[src/verilog/cfg_front_consts.vh]
// Purpose: constants of the configuration unit host front end
// Assumes: 100 MHz mclk_in
// Notes:   opcodes occupy packet bits [31:28]
`ifndef CFG_FRONT_CONSTS_VH
`define CFG_FRONT_CONSTS_VH

// packet fields
`define OP_HI           31
`define OP_LO           28
`define ADDR_HI         23
`define ADDR_LO         0
`define REGIDX_HI       3

// opcodes
`define OP_NOP          4'h0
`define OP_REG_WRITE    4'h2
`define OP_REG_READ     4'h3
`define OP_CMEM_WRITE   4'hA
`define OP_RING_WRITE   4'hB

// write targets
`define TGT_CTRL        2'h0
`define TGT_CMEM        2'h1
`define TGT_RING        2'h2

// control register 0 fields
`define CTL_RUN_BIT     0

// reset values
`define RST_WORD        32'h0000_0000
`define RST_CS_N        4'hF

// timing counts (mclk cycles)
`define HK_CYCLES       16'h0100
`define SCK_HALF        8'h04
`define STARTUP_CYCLES  16'h0020

`endif

[src/verilog/config_unit_front.v]
// Purpose: host port, flash port and instruction front end of the configuration unit
// Assumes: host clock, pins and test pins are asynchronous to mclk_in and oversampled
// Notes:   one 32-word fifo sits between the ports and the packet executor
//
// Contract
// - flash pause pauses traffic; chip select held, serial clock keeps running
// - four active-low flash selects; single mode drives only select 0
// - serial flash clock made here; pause output changes on its falling edge while the flash owns the pins
// - host data bus is synchronised and sampled in the mclk_in domain on detected host clock rises
// - data pins serve either processor port or flash, never both
// - valid output high exactly while read-back data stands on the bus
// - host clock may begin with either edge after start-up
// - status outputs come from flops reset to zero (host busy resets to one), rising cleanly
// - after reset release housekeeping runs alone, clearing config memory
// - instructions arriving during housekeeping are discarded
// - config status low in housekeeping, high after, then processing starts
// - instructions taken in 128-bit groups, executed one 32-bit packet per clock
// - device stalls the host while busy; host watches status before sending
// - decoded writes routed to core memory, ring memory or control registers
// - core reset sequenced for startup, reasserted at once when the run bit clears
// - test port: async active-low reset, serial pins follow test clock
// - strap bit 0 set gates off the port chip select
`timescale 1ns/100ps
`default_nettype none
`include "cfg_front_consts.vh"

module cfg_word_fifo #(
    parameter W  = 32,
    parameter D  = 32,
    parameter AW = 5
) (
    input  wire         mclk_in,
    input  wire         rstn_in,
    // fill side
    input  wire [W-1:0] in_data_in,
    input  wire         in_valid_in,
    output wire         in_ready_out,
    // drain side
    output wire [W-1:0] out_data_out,
    output wire         out_valid_out,
    input  wire         out_ready_in
);
    reg  [W-1:0] mem [0:D-1];
    reg  [AW:0]  wp_q;
    reg  [AW:0]  rp_q;
    wire         full;
    wire         empty;

    assign full          = (wp_q[AW] != rp_q[AW]) && (wp_q[AW-1:0] == rp_q[AW-1:0]);
    assign empty         = (wp_q == rp_q);
    assign in_ready_out  = !full;
    assign out_valid_out = !empty;
    assign out_data_out  = mem[rp_q[AW-1:0]];

    always @(posedge mclk_in) begin
        if (in_valid_in && !full)
            mem[wp_q[AW-1:0]] <= in_data_in;
        if (!rstn_in) begin
            wp_q <= {(AW+1){1'b0}};
            rp_q <= {(AW+1){1'b0}};
        end else begin
            if (in_valid_in && !full)
                wp_q <= wp_q + 1'b1;
            if (out_ready_in && !empty)
                rp_q <= rp_q + 1'b1;
        end
    end
endmodule // cfg_word_fifo

module config_unit_front #(
    parameter HK_CNT    = `HK_CYCLES,
    parameter START_CNT = `STARTUP_CYCLES,
    parameter FIFO_D    = 32,
    parameter FIFO_AW   = 5
) (
    // clock and configuration reset
    input  wire        mclk_in,
    input  wire        rstn_in,
    // processor port
    input  wire        host_clk_in,
    input  wire        host_cs_n_in,
    input  wire [31:0] dq_in,
    output reg  [31:0] dq_out,
    output reg         dq_oe_n_out,
    output reg         dq_valid_out,
    output reg         host_busy_out,
    // mode and straps
    input  wire        flash_mode_in,
    input  wire [2:0]  test_strap_in,
    // flash port
    input  wire        flash_go_in,
    input  wire        flash_quad_in,
    input  wire [1:0]  flash_sel_in,
    input  wire        flash_pause_req_in,
    output reg         flash_sck_out,
    output reg  [3:0]  flash_cs_n_out,
    output reg         flash_pause_n_out,
    // status and core control
    output reg         config_status_out,
    output reg         cmem_clear_out,
    output reg         core_rst_n_out,
    output reg         cfg_wr_out,
    output reg  [1:0]  cfg_tgt_out,
    output reg  [23:0] cfg_addr_out,
    output reg  [31:0] cfg_data_out,
    // test port
    input  wire        test_port_reset_n_in,
    input  wire        test_clk_in,
    input  wire        test_mode_in,
    input  wire        test_di_in,
    output reg         test_do_out
);
    // two-flop synchronisers for every pin except test_port_reset_n_in and strap bits 2:1
    reg [31:0] dq_s1_q, dq_s2_q;
    reg [11:0] p_s1_q,  p_s2_q;
    always @(posedge mclk_in) begin
        if (!rstn_in) begin
            dq_s1_q <= `RST_WORD;
            dq_s2_q <= `RST_WORD;
            p_s1_q  <= 12'h802;
            p_s2_q  <= 12'h802;
        end else begin
            dq_s1_q <= dq_in;
            dq_s2_q <= dq_s1_q;
            p_s1_q  <= {test_strap_in[0], flash_sel_in, flash_quad_in,
                        test_di_in, test_mode_in, test_clk_in, flash_pause_req_in,
                        flash_go_in, flash_mode_in, host_cs_n_in, host_clk_in};
            p_s2_q  <= p_s1_q;
        end
    end
    wire hclk_s  = p_s2_q[0];
    wire cs_n_s  = p_s2_q[1] | p_s2_q[11];
    wire       fquad_s = p_s2_q[8];
    wire [1:0] fsel_s  = p_s2_q[10:9];
    wire fmode_s = p_s2_q[2];
    wire fgo_s   = p_s2_q[3];
    wire fpause_s= p_s2_q[4];
    wire tck_s   = p_s2_q[5];
    wire tms_s   = p_s2_q[6];
    wire tdi_s   = p_s2_q[7];

    // housekeeping phase
    reg        hk_q;
    reg [15:0] hk_cnt_q;
    always @(posedge mclk_in) begin
        if (!rstn_in) begin
            hk_q              <= 1'b1;
            hk_cnt_q          <= 16'h0000;
            cmem_clear_out    <= 1'b0;
            config_status_out <= 1'b0;
        end else if (hk_q) begin
            hk_cnt_q       <= hk_cnt_q + 16'h0001;
            cmem_clear_out <= (hk_cnt_q != HK_CNT[15:0] - 16'h0001);
            if (hk_cnt_q == HK_CNT[15:0] - 16'h0001) begin
                hk_q              <= 1'b0;
                config_status_out <= 1'b1;
            end
        end
    end

    // host clock edges; first sample primes, so either start edge is safe
    reg hclk_prev_q, primed_q;
    always @(posedge mclk_in) begin
        if (!rstn_in) begin
            hclk_prev_q <= 1'b0;
            primed_q    <= 1'b0;
        end else begin
            hclk_prev_q <= hclk_s;
            primed_q    <= 1'b1;
        end
    end
    wire hrise = primed_q && hclk_s && !hclk_prev_q;
    wire hfall = primed_q && !hclk_s && hclk_prev_q;

    // port ownership and write capture
    wire cpu_own  = !fmode_s;
    wire fl_own   = fmode_s && !hk_q && fgo_s;
    wire fifo_rdy;
    wire cpu_push = hrise && cpu_own && !cs_n_s && dq_oe_n_out && !hk_q;

    // flash serial clock, selects and pause
    reg  [7:0] div_q;
    reg        fl_push_q;
    wire       sck_tick = (div_q == `SCK_HALF - 8'h01);
    always @(posedge mclk_in) begin
        if (!rstn_in) begin
            div_q             <= 8'h00;
            flash_sck_out     <= 1'b0;
            flash_cs_n_out    <= `RST_CS_N;
            flash_pause_n_out <= 1'b1;
            fl_push_q         <= 1'b0;
        end else begin
            fl_push_q <= 1'b0;
            if (!fl_own) begin
                // a high half period is finished before the clock parks low
                div_q <= (flash_sck_out && !sck_tick) ? div_q + 8'h01 : 8'h00;
                if (sck_tick)
                    flash_sck_out <= 1'b0;
                flash_cs_n_out <= `RST_CS_N;
                flash_pause_n_out <= 1'b1;
            end else begin
                // select stays low through a pause
                flash_cs_n_out <= fquad_s ? ~(4'h1 << fsel_s) : 4'hE;
                div_q <= sck_tick ? 8'h00 : div_q + 8'h01;
                if (sck_tick) begin
                    flash_sck_out <= !flash_sck_out;
                    if (flash_sck_out)
                        flash_pause_n_out <= !(fpause_s || !fifo_rdy);
                    else
                        fl_push_q <= flash_pause_n_out;
                end
            end
        end
    end

    // fifo between ports and executor
    wire [31:0] ff_data;
    wire        ff_valid;
    wire        ff_take;
    cfg_word_fifo #(.W(32), .D(FIFO_D), .AW(FIFO_AW)) u_fifo (
        .mclk_in      (mclk_in),
        .rstn_in      (rstn_in),
        .in_data_in   (dq_s2_q),
        .in_valid_in  (cpu_push || (fl_push_q && fl_own)),
        .in_ready_out (fifo_rdy),
        .out_data_out (ff_data),
        .out_valid_out(ff_valid),
        .out_ready_in (ff_take)
    );

    always @(posedge mclk_in) begin
        if (!rstn_in)
            host_busy_out <= 1'b1;
        else
            host_busy_out <= hk_q || !fifo_rdy;
    end

    // executor: collect four words, run four packets
    reg [127:0] grp_q;
    reg [1:0]   wcnt_q;
    reg         exec_q;
    reg [1:0]   pcnt_q;
    reg [3:0]   pend_q;
    reg [23:0]  paddr_q;
    reg [31:0]  ctl_q [0:15];
    reg         rd_pend_q;
    reg [31:0]  rd_word_q;
    wire [31:0] pkt = grp_q[127:96];
    wire [3:0]  op  = pkt[`OP_HI:`OP_LO];
    assign ff_take = !exec_q && !hk_q;
    integer i;

    function [1:0] tgt_of;
        input [3:0] o;
        begin
            tgt_of = (o == `OP_CMEM_WRITE) ? `TGT_CMEM :
                     (o == `OP_RING_WRITE) ? `TGT_RING : `TGT_CTRL;
        end
    endfunction

    always @(posedge mclk_in) begin
        if (!rstn_in) begin
            grp_q     <= 128'h0;
            wcnt_q    <= 2'h0;
            exec_q    <= 1'b0;
            pcnt_q    <= 2'h0;
            pend_q    <= `OP_NOP;
            paddr_q   <= 24'h00_0000;
            rd_pend_q <= 1'b0;
            rd_word_q <= `RST_WORD;
            cfg_wr_out   <= 1'b0;
            cfg_tgt_out  <= `TGT_CTRL;
            cfg_addr_out <= 24'h00_0000;
            cfg_data_out <= `RST_WORD;
            for (i = 0; i < 16; i = i + 1)
                ctl_q[i] <= `RST_WORD;
        end else begin
            cfg_wr_out <= 1'b0;
            if (hfall && dq_valid_out)
                rd_pend_q <= 1'b0;
            if (!exec_q) begin
                if (ff_valid && ff_take) begin
                    grp_q  <= {grp_q[95:0], ff_data};
                    wcnt_q <= wcnt_q + 2'h1;
                    if (wcnt_q == 2'h3)
                        exec_q <= 1'b1;
                end
            end else begin
                grp_q  <= {grp_q[95:0], 32'h0000_0000};
                pcnt_q <= pcnt_q + 2'h1;
                if (pcnt_q == 2'h3)
                    exec_q <= 1'b0;
                if (pend_q != `OP_NOP) begin
                    cfg_wr_out   <= 1'b1;
                    cfg_tgt_out  <= tgt_of(pend_q);
                    cfg_addr_out <= paddr_q;
                    cfg_data_out <= pkt;
                    if (pend_q == `OP_REG_WRITE)
                        ctl_q[paddr_q[`REGIDX_HI:0]] <= pkt;
                    pend_q <= `OP_NOP;
                end else if (op == `OP_REG_WRITE || op == `OP_CMEM_WRITE ||
                             op == `OP_RING_WRITE) begin
                    pend_q  <= op;
                    paddr_q <= pkt[`ADDR_HI:`ADDR_LO];
                end else if (op == `OP_REG_READ) begin
                    rd_word_q <= ctl_q[pkt[`REGIDX_HI:0]];
                    rd_pend_q <= 1'b1;
                end
            end
        end
    end

    // read-back on host falling edge, held one host period
    always @(posedge mclk_in) begin
        if (!rstn_in) begin
            dq_out       <= `RST_WORD;
            dq_oe_n_out  <= 1'b1;
            dq_valid_out <= 1'b0;
        end else if (hfall) begin
            if (dq_valid_out || !cpu_own) begin
                dq_oe_n_out  <= 1'b1;
                dq_valid_out <= 1'b0;
            end else if (rd_pend_q) begin
                dq_out       <= rd_word_q;
                dq_oe_n_out  <= 1'b0;
                dq_valid_out <= 1'b1;
            end
        end
    end

    // core reset sequencing from control register 0
    reg [15:0] st_cnt_q;
    always @(posedge mclk_in) begin
        if (!rstn_in) begin
            st_cnt_q       <= 16'h0000;
            core_rst_n_out <= 1'b0;
        end else if (!ctl_q[0][`CTL_RUN_BIT]) begin
            st_cnt_q       <= 16'h0000;
            core_rst_n_out <= 1'b0;
        end else if (!core_rst_n_out) begin
            st_cnt_q <= st_cnt_q + 16'h0001;
            if (st_cnt_q == START_CNT[15:0] - 16'h0001)
                core_rst_n_out <= 1'b1;
        end
    end

    // test port bypass path, async reset
    reg tck_prev_q, byp_q;
    always @(posedge mclk_in) begin
        if (!rstn_in)
            tck_prev_q <= 1'b0;
        else
            tck_prev_q <= tck_s;
    end
    always @(posedge mclk_in or negedge test_port_reset_n_in) begin
        if (!test_port_reset_n_in) begin
            byp_q       <= 1'b0;
            test_do_out <= 1'b0;
        end else begin
            if (tck_s && !tck_prev_q)
                byp_q <= tms_s ? 1'b0 : tdi_s;
            if (!tck_s && tck_prev_q)
                test_do_out <= byp_q;
        end
    end
endmodule // config_unit_front
`default_nettype wire

[config.mk]
export PLATFORM = sky130hd
export DESIGN_NAME = config_unit_front
export DESIGN_NICKNAME = d
export VERILOG_FILES = /design/src/verilog/config_unit_front.v
export VERILOG_INCLUDE_DIRS = /design/src /design/src/verilog
export SDC_FILE = /design/constraint.sdc
export NUM_CORES = 2
export LEC_CHECK = 0
export BUFFER_PORTS_ARGS = -buffer_cell sky130_fd_sc_hd__buf_4
export CORE_MARGIN = 1
export CORE_UTILIZATION = 30
export DETAILED_ROUTE_END_ITERATION = 8
export GPL_ROUTABILITY_DRIVEN = 0
export HOLD_SLACK_MARGIN = 0.1
export SLEW_MARGIN = 20
export SYNTH_ARGS = -nofsm -noshare
export SYNTH_HDL_FRONTEND = slang
export SYNTH_SLANG_ARGS = --single-unit
[constraint.sdc]
create_clock -name mclk_in -period 5.55 [get_ports mclk_in]
set_clock_uncertainty 0.1 [all_clocks]
set_input_delay 1.665 -clock mclk_in [delete_from_list [all_inputs] [get_ports mclk_in]]
set_output_delay 1.665 -clock mclk_in [all_outputs]
set_load 0.005 [all_outputs]
==> impl_metrics.json <==
{
  "status": "finished clean",
  "synth-seq-cells": 1985,
  "wl_per_cell_um": 22.7,
  "cp.arrival_ps": 4360,
  "yosys_warnings": 0,
  "setup_viol_count_final": 0,
  "final.setup.tns_ps": 0,
  "final_common_cell": "edfxtp_1",
  "yosysUniqueCellTypes": 57,
  "hold_viol": 0,
  "cts_max_path_buffers": 3,
  "fillerInstances": 24197,
  "cp.required_ps": 5900,
  "vias_per_cell": 4.83,
  "drive_above_1_share_pct": 19.7,
  "clock-sinks": 1985,
  "hold_buffers": 0,
  "syn_area_per_cell_sq_um": 15.8,
  "die_x_um": 511,
  "overflow": 0,
  "std_cell_rows": 186,
  "die-area_sq_um": 261000,
  "clkTransAtPathRegs_ps": 60,
  "synth_fa_ha_area_share_pct": 0.161,
  "via_count": 41777,
  "grt_antenna_before_repair": 4,
  "htreeDepth": 4,
  "yosys-mux-area-fraction_pct": 13.8,
  "cap_violations": 0,
  "ios": 153,
  "timing.fmax_ghz": 0.249,
  "port_buffers": 150,
  "ys_top_cells_by_area": "edfxtp_1 (59%), dfxtp_1 (12%), mux4_2 (8.3%)",
  "period_share_pct": 72.3,
  "start_util_pct": 30.2,
  "postCtsSetupRepairBufs": 0,
  "synth.net_count": 4987,
  "core_area_sq_um": 257000,
  "ir_drop_mv": 0.361,
  "synth_top_family_by_area": "multiplexers",
  "final_nets": 5129,
  "cts_resized": 0,
  "yosys.area.top_type_share_pct": 59.3,
  "cellLeakagePower_nw": 29.8,
  "worstSetupPathType": "reg -> reg",
  "grt_pass1_vias": 42034,
  "netlist_area_sq_um": 77700,
  "ant_nets": 0,
  "layout_common_cells": "edfxtp_1 (1,536), and2_1 (600), nand2_1 (513)",
  "clkLatencyLatePin_ps": 890,
  "yosys.area_share.simple_pct": 9.27,
  "drc": 0,
  "grt_usage_pct": 14.8,
  "syn-instance-count": 4928,
  "dp_cells": 8244,
  "powerDensity_nw_per_um2": 337,
  "cts_buffers": 208,
  "rsz0062_at_grt": "false",
  "crit_fanout": 23,
  "end_kind": "flip-flop",
  "drt_first_iter_violations": 3714,
  "instances_no_fill": 8644,
  "synthFlopType": "edfxtp_1",
  "yosysSeqAreaShare_pct": 70.9,
  "hold_path_class": "reg -> reg",
  "drt_first_pass_iters": 5,
  "start_kind": "flip-flop",
  "synthXorXnorAreaFrac_pct": 0.484,
  "drt_wl_total_mm": 196,
  "cts_tree": "yes",
  "cts_root_buf": "clkbuf_16",
  "max_slew.worst_pin.slew_ps": 1100,
  "grt_pass1_wl_mm": 286,
  "slew_violations": 0,
  "synth_compound_area_share_pct": 3.38,
  "dieHeight_um": 511,
  "grt_max_degree": 164,
  "max_slew_margin_pct": 26.5,
  "synth_edf_count": 1536,
  "area_growth_pct": 16.6,
  "dp_hpwl_mm": 115,
  "async_flop_share_pct": 0.101,
  "yosys.area.top_type": "edfxtp_1",
  "period_needed_ps": 4010
}
cell families (layout without fill, tap and decap cells):
logic type / count (synthesis) / in the layout
XOR/XNOR: 43 / 43
multiplexers: 713 / 713
flip-flops: 1985 / 1985
buffers and inverters: 372 / 701
adder cells (fa/ha/maj): 10 / 10
other: 0 / 3
AND/OR/NAND/NOR: 1407 / 1407
AO/OA/AOI/OAI: 398 / 398
cell usage after synthesis, drive strengths merged, types with 2 or more instances:
library cell  instances
edfxtp             1536
and2                602
nand2               515
dfxtp               447
mux2i               425
mux4                288
clkbuf              251
a21oi               162
nor2                108
buf                 107
a22oi                98
nand3                86
o21ai                55
o221a                32
o221ai               32
xor2                 26
nand2b               18
xnor2                17
inv                  14
nor3                 11
nor4                 11
and3                 10
ha                   10
or3                   9
nand4                 8
nor2b                 7
nand3b                6
a31oi                 5
or2                   4
a311o                 3
nor4b                 3
a311oi                2
dfrtp                 2
nand4b                2
o311ai                2
o41ai                 2
or3b                  2
or4                   2
final timing paths:
path | endpoint | start | depth (start not counted) | slack (ps)
max in group asynchronous | test_do_out$_DFFE_PN0P_ | test_port_reset_n_in | 1 | 4820
setup / recovery | u_fifo.mem[8][0]$_DFFE_PP_ | p_s2_q[2]$_SDFF_PN0_ | 6 | 1540
min in group asynchronous | byp_q$_DFFE_PN0P_ | test_port_reset_n_in | 1 | 450
setup reg to reg | u_fifo.mem[8][0]$_DFFE_PP_ | p_s2_q[2]$_SDFF_PN0_ | 6 | 1540
hold reg to reg | byp_q$_DFFE_PN0P_ | p_s2_q[6]$_SDFF_PN0_ | 1 | 310
hold / removal | byp_q$_DFFE_PN0P_ | p_s2_q[6]$_SDFF_PN0_ | 1 | 310
per-stage QoR:
step	setup slack [ps]	hold WS (ps)	utilization, %	instance area (sq um)	power (mW)
finish	1540	305	35.2	90600	30.6
global route	1400	317	35.2	90600	31.4
CTS	1500	309	35.2	90600	30.9
detailed placement	806	296	32.5	83500	16.9
global placement	868	289	32.5	83500	16.9
floorplan	439	280	-	77700	16.7
layer usage:
layer | part of all wire, % | global-route usage, % | up-vias
li1 | - | - | 18729
met3 | 5.2 | 2.08 | 264
met5 | 0 | 0 | -
met4 | 2.2 | 3.67 | 0
met2 | 50 | 25.2 | 1100
met1 | 43 | 19.7 | 21684
critical path: stages (launching register included):
cell	delay (ps)
dfxtp_1	440
and3b_1	390
a22oi_1	230
a31oi_1	550
nand2_1	630
nor2_4	600
buf_4	590
area by class of cell:
cell class | count | area [sq um] | share of cell area [%]
Antenna cell | 3 | 7.51 | 0.00828
Clock buffer | 307 | 6090 | 6.72
Clock inverter | 90 | 996 | 1.10
Inverter | 14 | 57.6 | 0.0635
Multi-Input combinational cell | 2571 | 21600 | 23.8
Sequential cell | 1985 | 55100 | 60.8
Tap cell | 3384 | 4230 | 4.67
Timing Repair Buffer | 290 | 2550 | 2.81
flip-flops by register name, summed over array words and instances, names as in the netlist, 2 cells and up, named ones only:
register,cells
wcnt_q,2
cfg_data_out,32
u_fifo.wp_q,6
grp_q,128
div_q,8
paddr_q,24
ctl_q,512
p_s1_q,12
dq_s1_q,32
u_fifo.mem,1024
u_fifo.rp_q,6
p_s2_q,12
cfg_addr_out,24
pend_q,4
rd_word_q,32
flash_cs_n_out,4
st_cnt_q,16
hk_cnt_q,16
cfg_tgt_out,2
dq_out,32
dq_s2_q,32
pcnt_q,2
where the power goes:
part	total, mW	internal [mW]	switching, mW
logic	0.360	0.125	0.235
registers	16.2	16.1	0.115
clock network	14.0	8.01	5.96
total	30.6	24.2	6.31
No activity file was read; power rests on OpenSTA's default activity.
